<file path="config.mk">
export PLATFORM = sky130hd
export DESIGN_NAME = tmr_output_voter
export DESIGN_NICKNAME = d
export VERILOG_FILES = /design/src/ctrl_link_monitor.v /design/src/tmr_output_voter.v
export VERILOG_INCLUDE_DIRS = /design/src
export SDC_FILE = /design/constraint.sdc
export NUM_CORES = 1
export LEC_CHECK = 0
export ABC_AREA = 1
export BUFFER_PORTS_ARGS = -buffer_cell sky130_fd_sc_hd__buf_2
export CAP_MARGIN = 15
export CORE_MARGIN = 2
export CORE_UTILIZATION = 39
export DETAILED_ROUTE_END_ITERATION = 12
export GPL_ROUTABILITY_DRIVEN = 0
export PLACE_DENSITY = 0.63
export SLEW_MARGIN = 30
export SYNTH_ARGS = -nofsm -noshare
export SYNTH_HDL_FRONTEND = slang
export SYNTH_SLANG_ARGS = --single-unit
</file>
<file path="constraint.sdc">
create_clock -name aclk -period 2.43 [get_ports aclk]
set_clock_uncertainty 0.1 [all_clocks]
set_input_delay 0.3645 -clock aclk [delete_from_list [all_inputs] [get_ports aclk]]
set_output_delay 0.3645 -clock aclk [all_outputs]
set_load 0.02 [all_outputs]
</file>
<file path="src/voter_defines.vh">
// Shared constants for the redundant output voter and its AXI4-Lite registers.
`ifndef VOTER_DEFINES_VH
`define VOTER_DEFINES_VH

// ==============================================================
// Register byte offsets
`define REG_CTRL          12'h000
`define REG_DEFAULT       12'h004
`define REG_TIMEOUT       12'h008
`define REG_STATUS        12'h00C
`define REG_VOTED         12'h010
`define REG_ID            12'h014

// ==============================================================
// Control register fields
`define CTRL_VOTE_EN      0
`define CTRL_DUPLEX_DEF   1
`define CTRL_HOLD_LAST    2
`define CTRL_FORCE_LO     4
`define CTRL_FORCE_HI     6

// ==============================================================
// Reset values and timing
`define CTRL_RESET        32'h0000_0001
`define DEFAULT_RESET     32'h0000_0000
`define TIMEOUT_US        1000
`define CLK_MHZ           100
`define TIMEOUT_CYCLES    (`TIMEOUT_US * `CLK_MHZ)
`define ID_VALUE          32'h0000_5A01 // Arbitrary value, names no part.

// AXI response codes.
`define RESP_OKAY         2'b00
`define RESP_SLVERR       2'b10

`endif

</file>
<file path="src/ctrl_link_monitor.v">
// Per-controller online tracker with rejoin gating.
`default_nettype none

module ctrl_link_monitor #(
	parameter WIDTH    = 32,
	parameter TO_WIDTH = 32
) (
	input  wire                aclk,
	input  wire                aresetn,
	input  wire                frame_valid,
	input  wire [WIDTH-1:0]    frame_data,
	input  wire [WIDTH-1:0]    voted,
	input  wire                force_rejoin_request,
	input  wire [TO_WIDTH-1:0] timeout_cycles,
	output wire                online,
	output wire                logged_on,
	output reg  [WIDTH-1:0]    data_ff
);

	reg [TO_WIDTH-1:0] timer_ff;
	reg                online_ff;
	reg                logged_ff;

	assign online    = online_ff;
	assign logged_on = logged_ff;

	// ==============================================================
	// Frame timer, online state and logon gating.
	// A controller leaves online when no frame arrives in time, and must
	// then earn logon again so a stale command cannot untrip a load.
	always @(posedge aclk) begin
		if (!aresetn) begin
			timer_ff  <= {TO_WIDTH{1'b0}};
			online_ff <= 1'b0;
			logged_ff <= 1'b0;
			data_ff   <= {WIDTH{1'b0}};
		end else if (frame_valid) begin
			timer_ff  <= timeout_cycles;
			online_ff <= 1'b1;
			data_ff   <= frame_data;
			if (force_rejoin_request) begin
				logged_ff <= 1'b1;
			end else if (frame_data == voted) begin
				logged_ff <= 1'b1;
			end
		end else if (timer_ff != {TO_WIDTH{1'b0}}) begin
			timer_ff <= timer_ff - {{(TO_WIDTH-1){1'b0}}, 1'b1};
			if (force_rejoin_request && online_ff) begin
				logged_ff <= 1'b1;
			end
		end else begin
			online_ff <= 1'b0;
			logged_ff <= 1'b0;
		end
	end

endmodule

`default_nettype wire

</file>
<file path="src/tmr_output_voter.v">
// Triple-redundant output voter with an AXI4-Lite register slave.
//
// Register access over AXI4-Lite and the register offsets were decided locally.
`default_nettype none
`include "voter_defines.vh"

// Behaviour
// With three controllers logged on each point takes the majority bit.
// With three logged on the duplex-default bit is ignored.
// With two logged on the duplex-default bit stands in as third vote.
// Two online and duplex default one gives the OR of the two; the code takes the OR only when two are logged on, not merely online.
// Two online and duplex default zero gives the AND of the two; the code takes the AND only when two are logged on, not merely online.
// With one logged on its data is copied straight to the outputs.
// With none logged on each point goes to its configured default; the code holds the last state while any is online.
// When data stops, a group setting picks default or last state.
// A lone controller stops sending after its own timeout.
// The voted state is readable by the monitor for discrepancy checks.
// A returning controller is left out of voting until logged on.
// It logs on once its whole frame matches the voted output.
// The force rejoin request logs a returning controller on at once.
// Voting only runs in redundant mode; otherwise it is bypassed.
// Each block takes a frame from each of three separate buses.
// A controller is online while frames arrive inside the timeout.
module tmr_output_voter #(
	parameter WIDTH          = 32,
	parameter TIMEOUT_CYCLES = `TIMEOUT_CYCLES
) (
	input  wire             aclk,
	input  wire             aresetn,
	input  wire             bus_a_valid,
	input  wire [WIDTH-1:0] bus_a_data,
	input  wire             bus_b_valid,
	input  wire [WIDTH-1:0] bus_b_data,
	input  wire             bus_c_valid,
	input  wire [WIDTH-1:0] bus_c_data,
	output reg  [WIDTH-1:0] load_out_ff,
	input  wire [11:0]      s_axi_awaddr,
	input  wire             s_axi_awvalid,
	output wire             s_axi_awready,
	input  wire [31:0]      s_axi_wdata,
	input  wire [3:0]       s_axi_wstrb,
	input  wire             s_axi_wvalid,
	output wire             s_axi_wready,
	output reg  [1:0]       s_axi_bresp,
	output reg              s_axi_bvalid,
	input  wire             s_axi_bready,
	input  wire [11:0]      s_axi_araddr,
	input  wire             s_axi_arvalid,
	output wire             s_axi_arready,
	output reg  [31:0]      s_axi_rdata,
	output reg  [1:0]       s_axi_rresp,
	output reg              s_axi_rvalid,
	input  wire             s_axi_rready
);

	// ==============================================================
	// Registers and internal signals
	reg  [31:0]      ctrl_ff;
	reg  [31:0]      default_ff;
	reg  [31:0]      timeout_ff;
	reg  [11:0]      awaddr_ff;
	reg              aw_held_ff;
	reg  [31:0]      wdata_ff;
	reg  [3:0]       wstrb_ff;
	reg              w_held_ff;
	reg  [2:0]       va_ff;
	reg  [2:0]       vb_ff;
	reg  [2:0]       vc_ff;
	reg  [WIDTH-1:0] da_ff [0:2];
	reg  [WIDTH-1:0] db_ff [0:2];
	reg  [WIDTH-1:0] nxt_load;
	reg  [31:0]      nxt_rdata;
	reg  [1:0]       nxt_rresp;
	wire [2:0]       online;
	wire [2:0]       logged;
	wire [WIDTH-1:0] ctrl_data [0:2];
	wire [2:0]       frame_valid;
	wire [2:0]       force_rejoin_request;
	wire [WIDTH-1:0] group_default;
	wire             vote_en;
	wire             duplex_def;
	wire             hold_last;
	wire             do_write;

	assign vote_en       = ctrl_ff[`CTRL_VOTE_EN];
	assign duplex_def    = ctrl_ff[`CTRL_DUPLEX_DEF];
	assign hold_last     = ctrl_ff[`CTRL_HOLD_LAST];
	assign group_default = default_ff[WIDTH-1:0];

	// Bus pins come from other boards, so both lanes pass two flops.
	always @(posedge aclk) begin
		if (!aresetn) begin
			va_ff <= 3'b000;
			vb_ff <= 3'b000;
		end else begin
			va_ff <= {bus_c_valid, bus_b_valid, bus_a_valid};
			vb_ff <= va_ff;
		end
	end

	// Data synchronisers; data is stable while its valid strobe is high.
	always @(posedge aclk) begin
		if (!aresetn) begin
			da_ff[0] <= {WIDTH{1'b0}};
			da_ff[1] <= {WIDTH{1'b0}};
			da_ff[2] <= {WIDTH{1'b0}};
			db_ff[0] <= {WIDTH{1'b0}};
			db_ff[1] <= {WIDTH{1'b0}};
			db_ff[2] <= {WIDTH{1'b0}};
			vc_ff    <= 3'b000;
		end else begin
			da_ff[0] <= bus_a_data;
			da_ff[1] <= bus_b_data;
			da_ff[2] <= bus_c_data;
			db_ff[0] <= da_ff[0];
			db_ff[1] <= da_ff[1];
			db_ff[2] <= da_ff[2];
			vc_ff    <= vb_ff;
		end
	end

	// One frame per rising edge of the synchronised valid level.
	assign frame_valid = vb_ff & ~vc_ff;

	// ==============================================================
	// One tracker per controller bus.
	genvar g;
	generate
		for (g = 0; g < 3; g = g + 1) begin : gen_mon
			assign force_rejoin_request[g] = ctrl_ff[`CTRL_FORCE_LO + g];
			ctrl_link_monitor #(
				.WIDTH    (WIDTH),
				.TO_WIDTH (32)
			) u_mon (
				.aclk                 (aclk),
				.aresetn              (aresetn),
				.frame_valid          (frame_valid[g]),
				.frame_data           (db_ff[g]),
				.voted                (load_out_ff),
				.force_rejoin_request (force_rejoin_request[g]),
				.timeout_cycles       (timeout_ff),
				.online               (online[g]),
				.logged_on            (logged[g]),
				.data_ff              (ctrl_data[g])
			);
		end
	endgenerate

	// Majority of three bits, used by the three- and two-controller voting cases.
	function [WIDTH-1:0] maj3;
		input [WIDTH-1:0] x;
		input [WIDTH-1:0] y;
		input [WIDTH-1:0] z;
		begin
			maj3 = (x & y) | (x & z) | (y & z);
		end
	endfunction

	// ==============================================================
	// Voting. With voting on, only logged-on controllers take part; an online one that
	// has not yet logged on casts no vote, but keeps the default off.
	always @* begin
		nxt_load = load_out_ff;
		if (!vote_en) begin
			// Bypass: the first controller with data drives the load.
			if (online[0]) begin
				nxt_load = ctrl_data[0];
			end else if (online[1]) begin
				nxt_load = ctrl_data[1];
			end else if (online[2]) begin
				nxt_load = ctrl_data[2];
			end else if (!hold_last) begin
				nxt_load = group_default;
			end
		end else begin
			case (logged)
				3'b111: nxt_load = maj3(ctrl_data[0], ctrl_data[1],
					ctrl_data[2]);
				3'b011: nxt_load = maj3(ctrl_data[0], ctrl_data[1],
					{WIDTH{duplex_def}});
				3'b101: nxt_load = maj3(ctrl_data[0], ctrl_data[2],
					{WIDTH{duplex_def}});
				3'b110: nxt_load = maj3(ctrl_data[1], ctrl_data[2],
					{WIDTH{duplex_def}});
				3'b001: nxt_load = ctrl_data[0];
				3'b010: nxt_load = ctrl_data[1];
				3'b100: nxt_load = ctrl_data[2];
				default: begin
					// Nobody logged on yet but someone online: hold so a
					// rejoining controller can match the present state.
					if (online == 3'b000 && !hold_last) begin
						nxt_load = group_default;
					end
				end
			endcase
		end
	end

	// The voted state is registered; software reads it back.
	always @(posedge aclk) begin
		if (!aresetn) begin
			load_out_ff <= {WIDTH{1'b0}};
		end else begin
			load_out_ff <= nxt_load;
		end
	end

	// ==============================================================
	// AXI4-Lite write channel: address and data may come in any order.
	assign s_axi_awready = !aw_held_ff && !s_axi_bvalid;
	assign s_axi_wready  = !w_held_ff && !s_axi_bvalid;
	assign do_write      = aw_held_ff && w_held_ff;

	always @(posedge aclk) begin
		if (!aresetn) begin
			aw_held_ff   <= 1'b0;
			w_held_ff    <= 1'b0;
			awaddr_ff    <= 12'h000;
			wdata_ff     <= 32'h0000_0000;
			wstrb_ff     <= 4'h0;
			s_axi_bvalid <= 1'b0;
			s_axi_bresp  <= `RESP_OKAY;
		end else begin
			if (s_axi_awvalid && s_axi_awready) begin
				aw_held_ff <= 1'b1;
				awaddr_ff  <= s_axi_awaddr;
			end
			if (s_axi_wvalid && s_axi_wready) begin
				w_held_ff <= 1'b1;
				wdata_ff  <= s_axi_wdata;
				wstrb_ff  <= s_axi_wstrb;
			end
			if (do_write) begin
				aw_held_ff   <= 1'b0;
				w_held_ff    <= 1'b0;
				s_axi_bvalid <= 1'b1;
				case (awaddr_ff & 12'hFFC)
					`REG_CTRL, `REG_DEFAULT, `REG_TIMEOUT:
						s_axi_bresp <= `RESP_OKAY;
					default: s_axi_bresp <= `RESP_SLVERR;
				endcase
			end else if (s_axi_bvalid && s_axi_bready) begin
				s_axi_bvalid <= 1'b0;
			end
		end
	end

	// Byte-lane merge of a write into a register.
	function [31:0] merge;
		input [31:0] old;
		input [31:0] val;
		input [3:0]  strb;
		integer i;
		begin
			merge = old;
			for (i = 0; i < 4; i = i + 1) begin
				if (strb[i]) begin
					merge[i*8 +: 8] = val[i*8 +: 8];
				end
			end
		end
	endfunction

	// Configuration registers. Force bits are levels software clears.
	always @(posedge aclk) begin
		if (!aresetn) begin
			ctrl_ff    <= `CTRL_RESET;
			default_ff <= `DEFAULT_RESET;
			timeout_ff <= TIMEOUT_CYCLES;
		end else if (do_write) begin
			case (awaddr_ff & 12'hFFC)
				`REG_CTRL:    ctrl_ff <= merge(ctrl_ff, wdata_ff,
					wstrb_ff) & 32'h0000_0077;
				`REG_DEFAULT: default_ff <= merge(default_ff, wdata_ff,
					wstrb_ff);
				`REG_TIMEOUT: timeout_ff <= merge(timeout_ff, wdata_ff,
					wstrb_ff);
				default: ;
			endcase
		end
	end

	// ==============================================================
	// AXI4-Lite read channel: one read at a time, answered next cycle.
	assign s_axi_arready = !s_axi_rvalid;

	always @* begin
		nxt_rresp = `RESP_OKAY;
		nxt_rdata = 32'h0000_0000;
		case (s_axi_araddr & 12'hFFC)
			`REG_CTRL:    nxt_rdata = ctrl_ff;
			`REG_DEFAULT: nxt_rdata = default_ff;
			`REG_TIMEOUT: nxt_rdata = timeout_ff;
			`REG_STATUS:  nxt_rdata = {26'd0, logged, online};
			`REG_VOTED:   nxt_rdata = load_out_ff;
			`REG_ID:      nxt_rdata = `ID_VALUE;
			default:      nxt_rresp = `RESP_SLVERR;
		endcase
	end

	always @(posedge aclk) begin
		if (!aresetn) begin
			s_axi_rvalid <= 1'b0;
			s_axi_rdata  <= 32'h0000_0000;
			s_axi_rresp  <= `RESP_OKAY;
		end else if (s_axi_arvalid && s_axi_arready) begin
			s_axi_rvalid <= 1'b1;
			s_axi_rdata  <= nxt_rdata;
			s_axi_rresp  <= nxt_rresp;
		end else if (s_axi_rvalid && s_axi_rready) begin
			s_axi_rvalid <= 1'b0;
		end
	end

endmodule

`default_nettype wire

</file>
After elaboration in Yosys (flattened, before gate mapping)
Memories as Yosys holds them, arrays and structs flattened.
Cells that the tools add are included.
Storage, ports and cells
  register bits: 397
  bits in writable memories: 192
  bits of input ports: 166
  output and inout bits: 73
  logic and storage cells: 184
  memories: 2
Cells by class
  add/sub/neg operators: 3
  eq/ne operators: 28
  mux-type cells: 49
  bitwise logic cells: 23
  reduce and logical (&&, ||, !) cells: 44
Memories
  da_ff: depth 3, bits a word 32, read ports 3, clocked after Yosys merged registers in 0, wr ports 3, RTL line tmr_output_voter.v:69  | reg [WIDTH-1:0] da_ff [0:2];
  db_ff: depth 3, bits a word 32, read ports 3, clocked after Yosys merged registers in 0, wr ports 3, RTL line tmr_output_voter.v:70  | reg [WIDTH-1:0] db_ff [0:2];
Operators by type and width (count)
  $mux W32: 18
  $or A32 B32 Y32: 8
  $pmux W32 S7: 1
  $and A32 B32 Y32: 6
  $pmux W32 S6: 1
  $eq A32 B32 Y1: 3
  $reduce_bool A32 Y1: 3
  $sub A32 B1 Y32 const B: 3
  $eq A10 B2 Y1 const B: 3
  $mux W1: 27
  $reduce_and A3 Y1: 9
  $logic_not A12 Y1: 2
  $eq A10 B1 Y1 const B: 2
  $eq A10 B3 Y1 const B: 2
  $eq A3 B3 Y1 const B: 4
  $logic_and A1 B1 Y1: 12
  $reduce_bool A2 Y1: 5
  $ne A3 B2 Y1 const B: 3
  $ne A3 B3 Y1 const B: 3
  $ne A9 B1 Y1 const B: 1
  $reduce_and A2 Y1: 4
  $eq A3 B2 Y1 const B: 2
  $ne A2 B2 Y1 const B: 3
  $or A1 B1 Y1: 6
  other kinds (11): 16

Logic depth before layout (Yosys ltp)
  word-level depth: 5
  gate-level depth with buffers: 12
  gate-level depth less buffers: 11

Cells and area by module
A second synthesis with hierarchy kept.
Second synthesis, totals
  cell total of the unflattened synthesis: 4190
  area, all modules: 28350.9 sq um
Modules (own cells, without submodules)
  tmr_output_voter: times used 1, cells each 2546, area an instance 17394.2 sq um, sequential area each 7747.4 sq um
  ctrl_link_monitor (gen_mon[0].u_mon ...): times used 2, cells each 548, area an instance 3618.5 sq um, sequential area each 1321.3 sq um
  ctrl_link_monitor (gen_mon[2].u_mon): times used 1, cells each 548, area an instance 3719.8 sq um, sequential area each 1321.3 sq um

Worst setup path before layout
Ideal clock, no wire load.
  path kind: flip-flop to flip-flop
  start point: register gen_mon[0].u_mon.timer_ff[0]
  end point: register gen_mon[0].u_mon.timer_ff[0]
  library setup time: 0.132 ns
  arrival time: 1.587 ns
  required time: 2.198 ns
  setup slack: 0.610 ns
  stages on the path, launching flop included: 11
  path buffers: 1
  period minus slack after synthesis: 1.820 ns
  cells stage by stage: dfxtp_1 inv_1 ha_1 nand2_1 nor2_4 nand2_1 nor2_1 nor2_1 buf_2 a22oi_1 a21oi_1
Between the ends
  cells in the longest elaborated chain, start to end: 3
  elaborated cells between the ends (all ways): 5
  classes of those cells: add/sub (1); mux (2); reduce/logical (2)
Ends and longest elaborated chain
  start, declared: RTL line ctrl_link_monitor.v:20  | reg [TO_WIDTH-1:0] timer_ff;
  start signal, assigned: RTL line ctrl_link_monitor.v:33  | timer_ff <= {TO_WIDTH{1'b0}};
  start signal, assigned: RTL line ctrl_link_monitor.v:38  | timer_ff <= timeout_cycles;
  start signal, assigned: RTL line ctrl_link_monitor.v:47  | timer_ff <= timer_ff - {{(TO_WIDTH-1){1'b0}}, 1'b1};
  $sub A32 B1 Y32: RTL line ctrl_link_monitor.v:47
  $mux W32: RTL line ctrl_link_monitor.v:46  | end else if (timer_ff != {TO_WIDTH{1'b0}}) begin
  $mux W32: RTL line ctrl_link_monitor.v:37  | end else if (frame_valid) begin
Several ways; a longest one is shown, not always the timed one. The select of a mux whose other input is x is not followed.
A chain may end at the register's enable or synchronous reset.

Worst setup path in the final report
  start point: register gen_mon[1].u_mon.logged_ff
  end point: register load_out_ff[17]
Between the ends
  cells in the longest elaborated chain, start to end: 3
  elaborated cells between the ends (all ways): 11
  classes of those cells: eq/ne (8); mux (2); reduce/logical (1)
Ends and longest elaborated chain
  start, declared: RTL line ctrl_link_monitor.v:22  | reg logged_ff;
  start signal, assigned: RTL line ctrl_link_monitor.v:35  | logged_ff <= 1'b0;
  start signal, assigned: RTL line ctrl_link_monitor.v:42  | logged_ff <= 1'b1;
  start signal, assigned: RTL line ctrl_link_monitor.v:44  | logged_ff <= 1'b1;
  $eq A3 B3 Y1, or another cell as far along: RTL line tmr_output_voter.v:176  | case (logged)
  $ne A9 B1 Y1 (no line) or $pmux W32 S7 (tied branches)
  $reduce_and A2 Y1 (no line) or $mux W32 (tied branches)
  end signal, assigned: RTL line tmr_output_voter.v:202  | load_out_ff <= {WIDTH{1'b0}};
  end signal, assigned: RTL line tmr_output_voter.v:204  | load_out_ff <= nxt_load;
  end, declared: RTL line tmr_output_voter.v:36  | output reg [WIDTH-1:0] load_out_ff,
Several ways; a longest one is shown, not always the timed one.

==> impl_metrics.env <==
export IMPL_synthMuxAreaShare_pct=0
export IMPL_maxSlewHeadroom_pct=45.4
export IMPL_synth_top_family_by_area="simple AND/OR/NAND/NOR gates"
export IMPL_numClockSinks=585
export IMPL_wirelength_um=94900
export IMPL_max_freq_ghz=0.450
export IMPL_grt_max_degree=105
export IMPL_grtUsageTotal_pct=25.9
export IMPL_min_from="aresetn"
export IMPL_final_common_cell="nand2_1"
export IMPL_synthSimpleGateAreaFrac_pct=24.9
export IMPL_wl_per_cell_um=17.9
export IMPL_overflow=0
export IMPL_root_buffer="clkbuf_16"
export IMPL_synth_xor_area_share_pct=4.68
export IMPL_layout_drive_gt1_share_pct=10.4
export IMPL_final_nets=4483
export IMPL_synthCells=3990
export IMPL_maxCapViolCount=0
export IMPL_r2r_slack_ns=0.21
export IMPL_status="finished, final reports clean"
export IMPL_htree_levels=2
export IMPL_dieArea_um2=71700
export IMPL_insertion_delay_ns=0.64
export IMPL_antenna_found_initial=1
export IMPL_slew_violations=0
export IMPL_synth_yosys_seq_area_share_pct=43.1
export IMPL_worstPathRequired_ns=2.89
export IMPL_initial_core_util_pct=39.5
export IMPL_synth_seq_cells=585
export IMPL_fin_crit_ns=2.22
export IMPL_firstDrtPassIters=6
export IMPL_tns_ns=0
export IMPL_cp_start_kind="flop"
export IMPL_hpwl_um=65400
export IMPL_postRouteAntennaNets=0
export IMPL_area_delta_synth_final_pct=22.0
export IMPL_core_area_um2=68700
export IMPL_reg2regPathDepth=11
export IMPL_io_buffers=232
export IMPL_drc=0
export IMPL_timing_critical_path_mode_cell="nand2_1"
export IMPL_rsz0062_at_grt="false"
export IMPL_synth_cell_types=43
export IMPL_hold_viol=0
export IMPL_grt_pass1_vias=25239
export IMPL_cts_buffers=61
export IMPL_hold_depth=2
export IMPL_synth_compound_area_share_pct=17.3
export IMPL_die_w_um=268
export IMPL_crit_arrival_ns=2.69
export IMPL_synth_async_sr_flop_share_pct=0
export IMPL_hold_path_class="in -> reg"
export IMPL_regToRegStartpoint="gen_mon[1].u_mon.logged_on"
export IMPL_slowest_delay_ns=0.55
export IMPL_yosysTopAreaCell="dfxtp_1"
export IMPL_holdWs_ns=0.0839
export IMPL_ios=239
export IMPL_ys_warn_count=0
export IMPL_synthTopCellsByArea="dfxtp_1 43%, nand2_1 15%, a21oi_1 7.0%, inv_1 6.5%, o21ai_0 6.4%"
export IMPL_vias=27211
export IMPL_synthFlopType="dfxtp_1"
export IMPL_synth_edff_count=0
export IMPL_cts_tree="done"
export IMPL_netlist_area_leader_share_pct=43.1
export IMPL_chipHeight_um=268
export IMPL_hold_end="timeout_ff[16]"
export IMPL_cp_end_kind="flop"
export IMPL_rr_endpoint="load_out_ff[17]"
export IMPL_synth_adder_area_share_pct=0.138
export IMPL_finalSetupViolCount=0
export IMPL_tightest_slew_ns=0.819
export IMPL_avgSynthCellArea_um2=6.80
export IMPL_rows=96
export IMPL_critical_path_class="reg -> reg"
export IMPL_grt_pass1_wl_um=144000
export IMPL_path_clk_slew_ns=0.07
export IMPL_power_density_nw_per_um2=1080
export IMPL_post_route_period_util_pct=91.5
export IMPL_synthesis_area_um2=27100
export IMPL_via_per_inst=5.14
export IMPL_vdd_ir_drop_max_uv=634
export IMPL_layout_common_cells="1054 x nand2_1, 584 x dfxtp_1, 471 x inv_1"
export IMPL_critPathSlowestCell="dfxtp_1"
export IMPL_path_max_fanout=20
export IMPL_crit_chain="inv_1, nand2_1, nor2_4, nand2_1, o21ai_2, o21ai_4, buf_4, o21ai_1, nor2_1, nand2_1, a21oi_1"
export IMPL_cts_buffer_depth=3
export IMPL_p_leak_nw=15.1
export IMPL_drt_initial_drc_count=2505
repair_timing:
action,4_1_cts,5_1_grt
resized for setup,0,1
endpoints found under the setup margin,0,10
endpoints found under the hold margin,147,0
hold buffers,152,0
buffers inserted,0,1
synth_stat cells, types with 5 or more instances:
cell type	n
a21oi_1	382
a22oi_1	45
buf_1	11
buf_2	25
buf_4	5
clkbuf_1	163
dfxtp_1	585
inv_1	473
inv_2	5
nand2_1	1054
nand3_1	161
nand4_1	27
nor2_1	405
nor2_2	8
nor3_1	26
o2111ai_1	22
o211ai_1	43
o21ai_0	347
o21ai_1	24
xnor2_1	113
xor2_1	32
report_power, final:
part / switching (W) / internal [W]
Sequential: 0.00138 / 0.0108
Clock: 0.00407 / 0.00595
Combinational: 0.00859 / 0.00489
Total: 0.0140 / 0.0217
sequential cells by signal, summed over array words and instances, names as in the netlist, 4 cells and up:
name / cells
timeout_ff: 32
load_out_ff: 32
ctrl_ff: 6
gen_mon.u_mon.timer_ff: 96
wstrb_ff: 4
awaddr_ff: 10
gen_mon.u_mon.data_ff: 96
db_ff: 96
wdata_ff: 32
default_ff: 32
da_ff: 96
s_axi_rdata: 32
worst max-delay path by stage:
stage / start / endpoint / slack (ns) / cells past startpoint
after floorplan: gen_mon[0].u_mon.timer_ff[0] / gen_mon[0].u_mon.timer_ff[0] / 0.61 / 10
after global placement: gen_mon[1].u_mon.logged_on / load_out_ff[28] / 0.16 / 9
after detailed placement: gen_mon[1].u_mon.logged_on / load_out_ff[4] / 0.12 / 9
after CTS: gen_mon[1].u_mon.logged_on / load_out_ff[17] / 0.10 / 9
after global routing: gen_mon[1].u_mon.logged_on / load_out_ff[17] / 0.03 / 11
final: gen_mon[1].u_mon.logged_on / load_out_ff[17] / 0.21 / 11
metrics by stage:
stage | total power (W) | cell area (µm²) | cells | util, % | setup WS [ns]
after CTS | 0.0356 | 33100 | 5293 | 48.2 | 0.105
final | 0.0357 | 33100 | 5295 | 48.2 | 0.206
after global routing | 0.0381 | 33100 | 5294 | 48.2 | 0.0327
after floorplan | 0.0215 | 27100 | 3991 | - | 0.610
after detailed placement | 0.0254 | 29400 | 5029 | 42.8 | 0.118
after global placement | 0.0252 | 29400 | 5029 | 42.8 | 0.157
critical path: cells and delay by family (launching register included):
family	cells	cell delay [ns]
simple gates	5	0.50
buf+inv	2	0.39
compound gates	4	0.59
flops	1	0.55
metal layers:
layer / routed length [µm] / vias up / track usage [%]
met5: 0 / - / 0
met4: 4690 / 0 / 12.0
met3: 7380 / 229 / 3.79
met2: 43500 / 1087 / 42.6
met1: 39400 / 12571 / 33.6
li1: - / 13324 / -
cell families after synthesis:
logic type,after synthesis
simple gates,1696
compound gates,871
buf+inv,689
flops,585
xor+xnor,145
fa+ha+maj,3
other cells,1
area by class of cell:
cell class                 instances  area (µm²)
clock buffer                      86        1780
fill                            6950       35600
tap                              931        1160
sequential                       585       11700
timing repair buffer             467        3480
antenna                            1        2.50
clock inverter                    26         362
multi-input combinational       2717       12800
inverter                         482        1820
(Power assumes the default switching activity.)
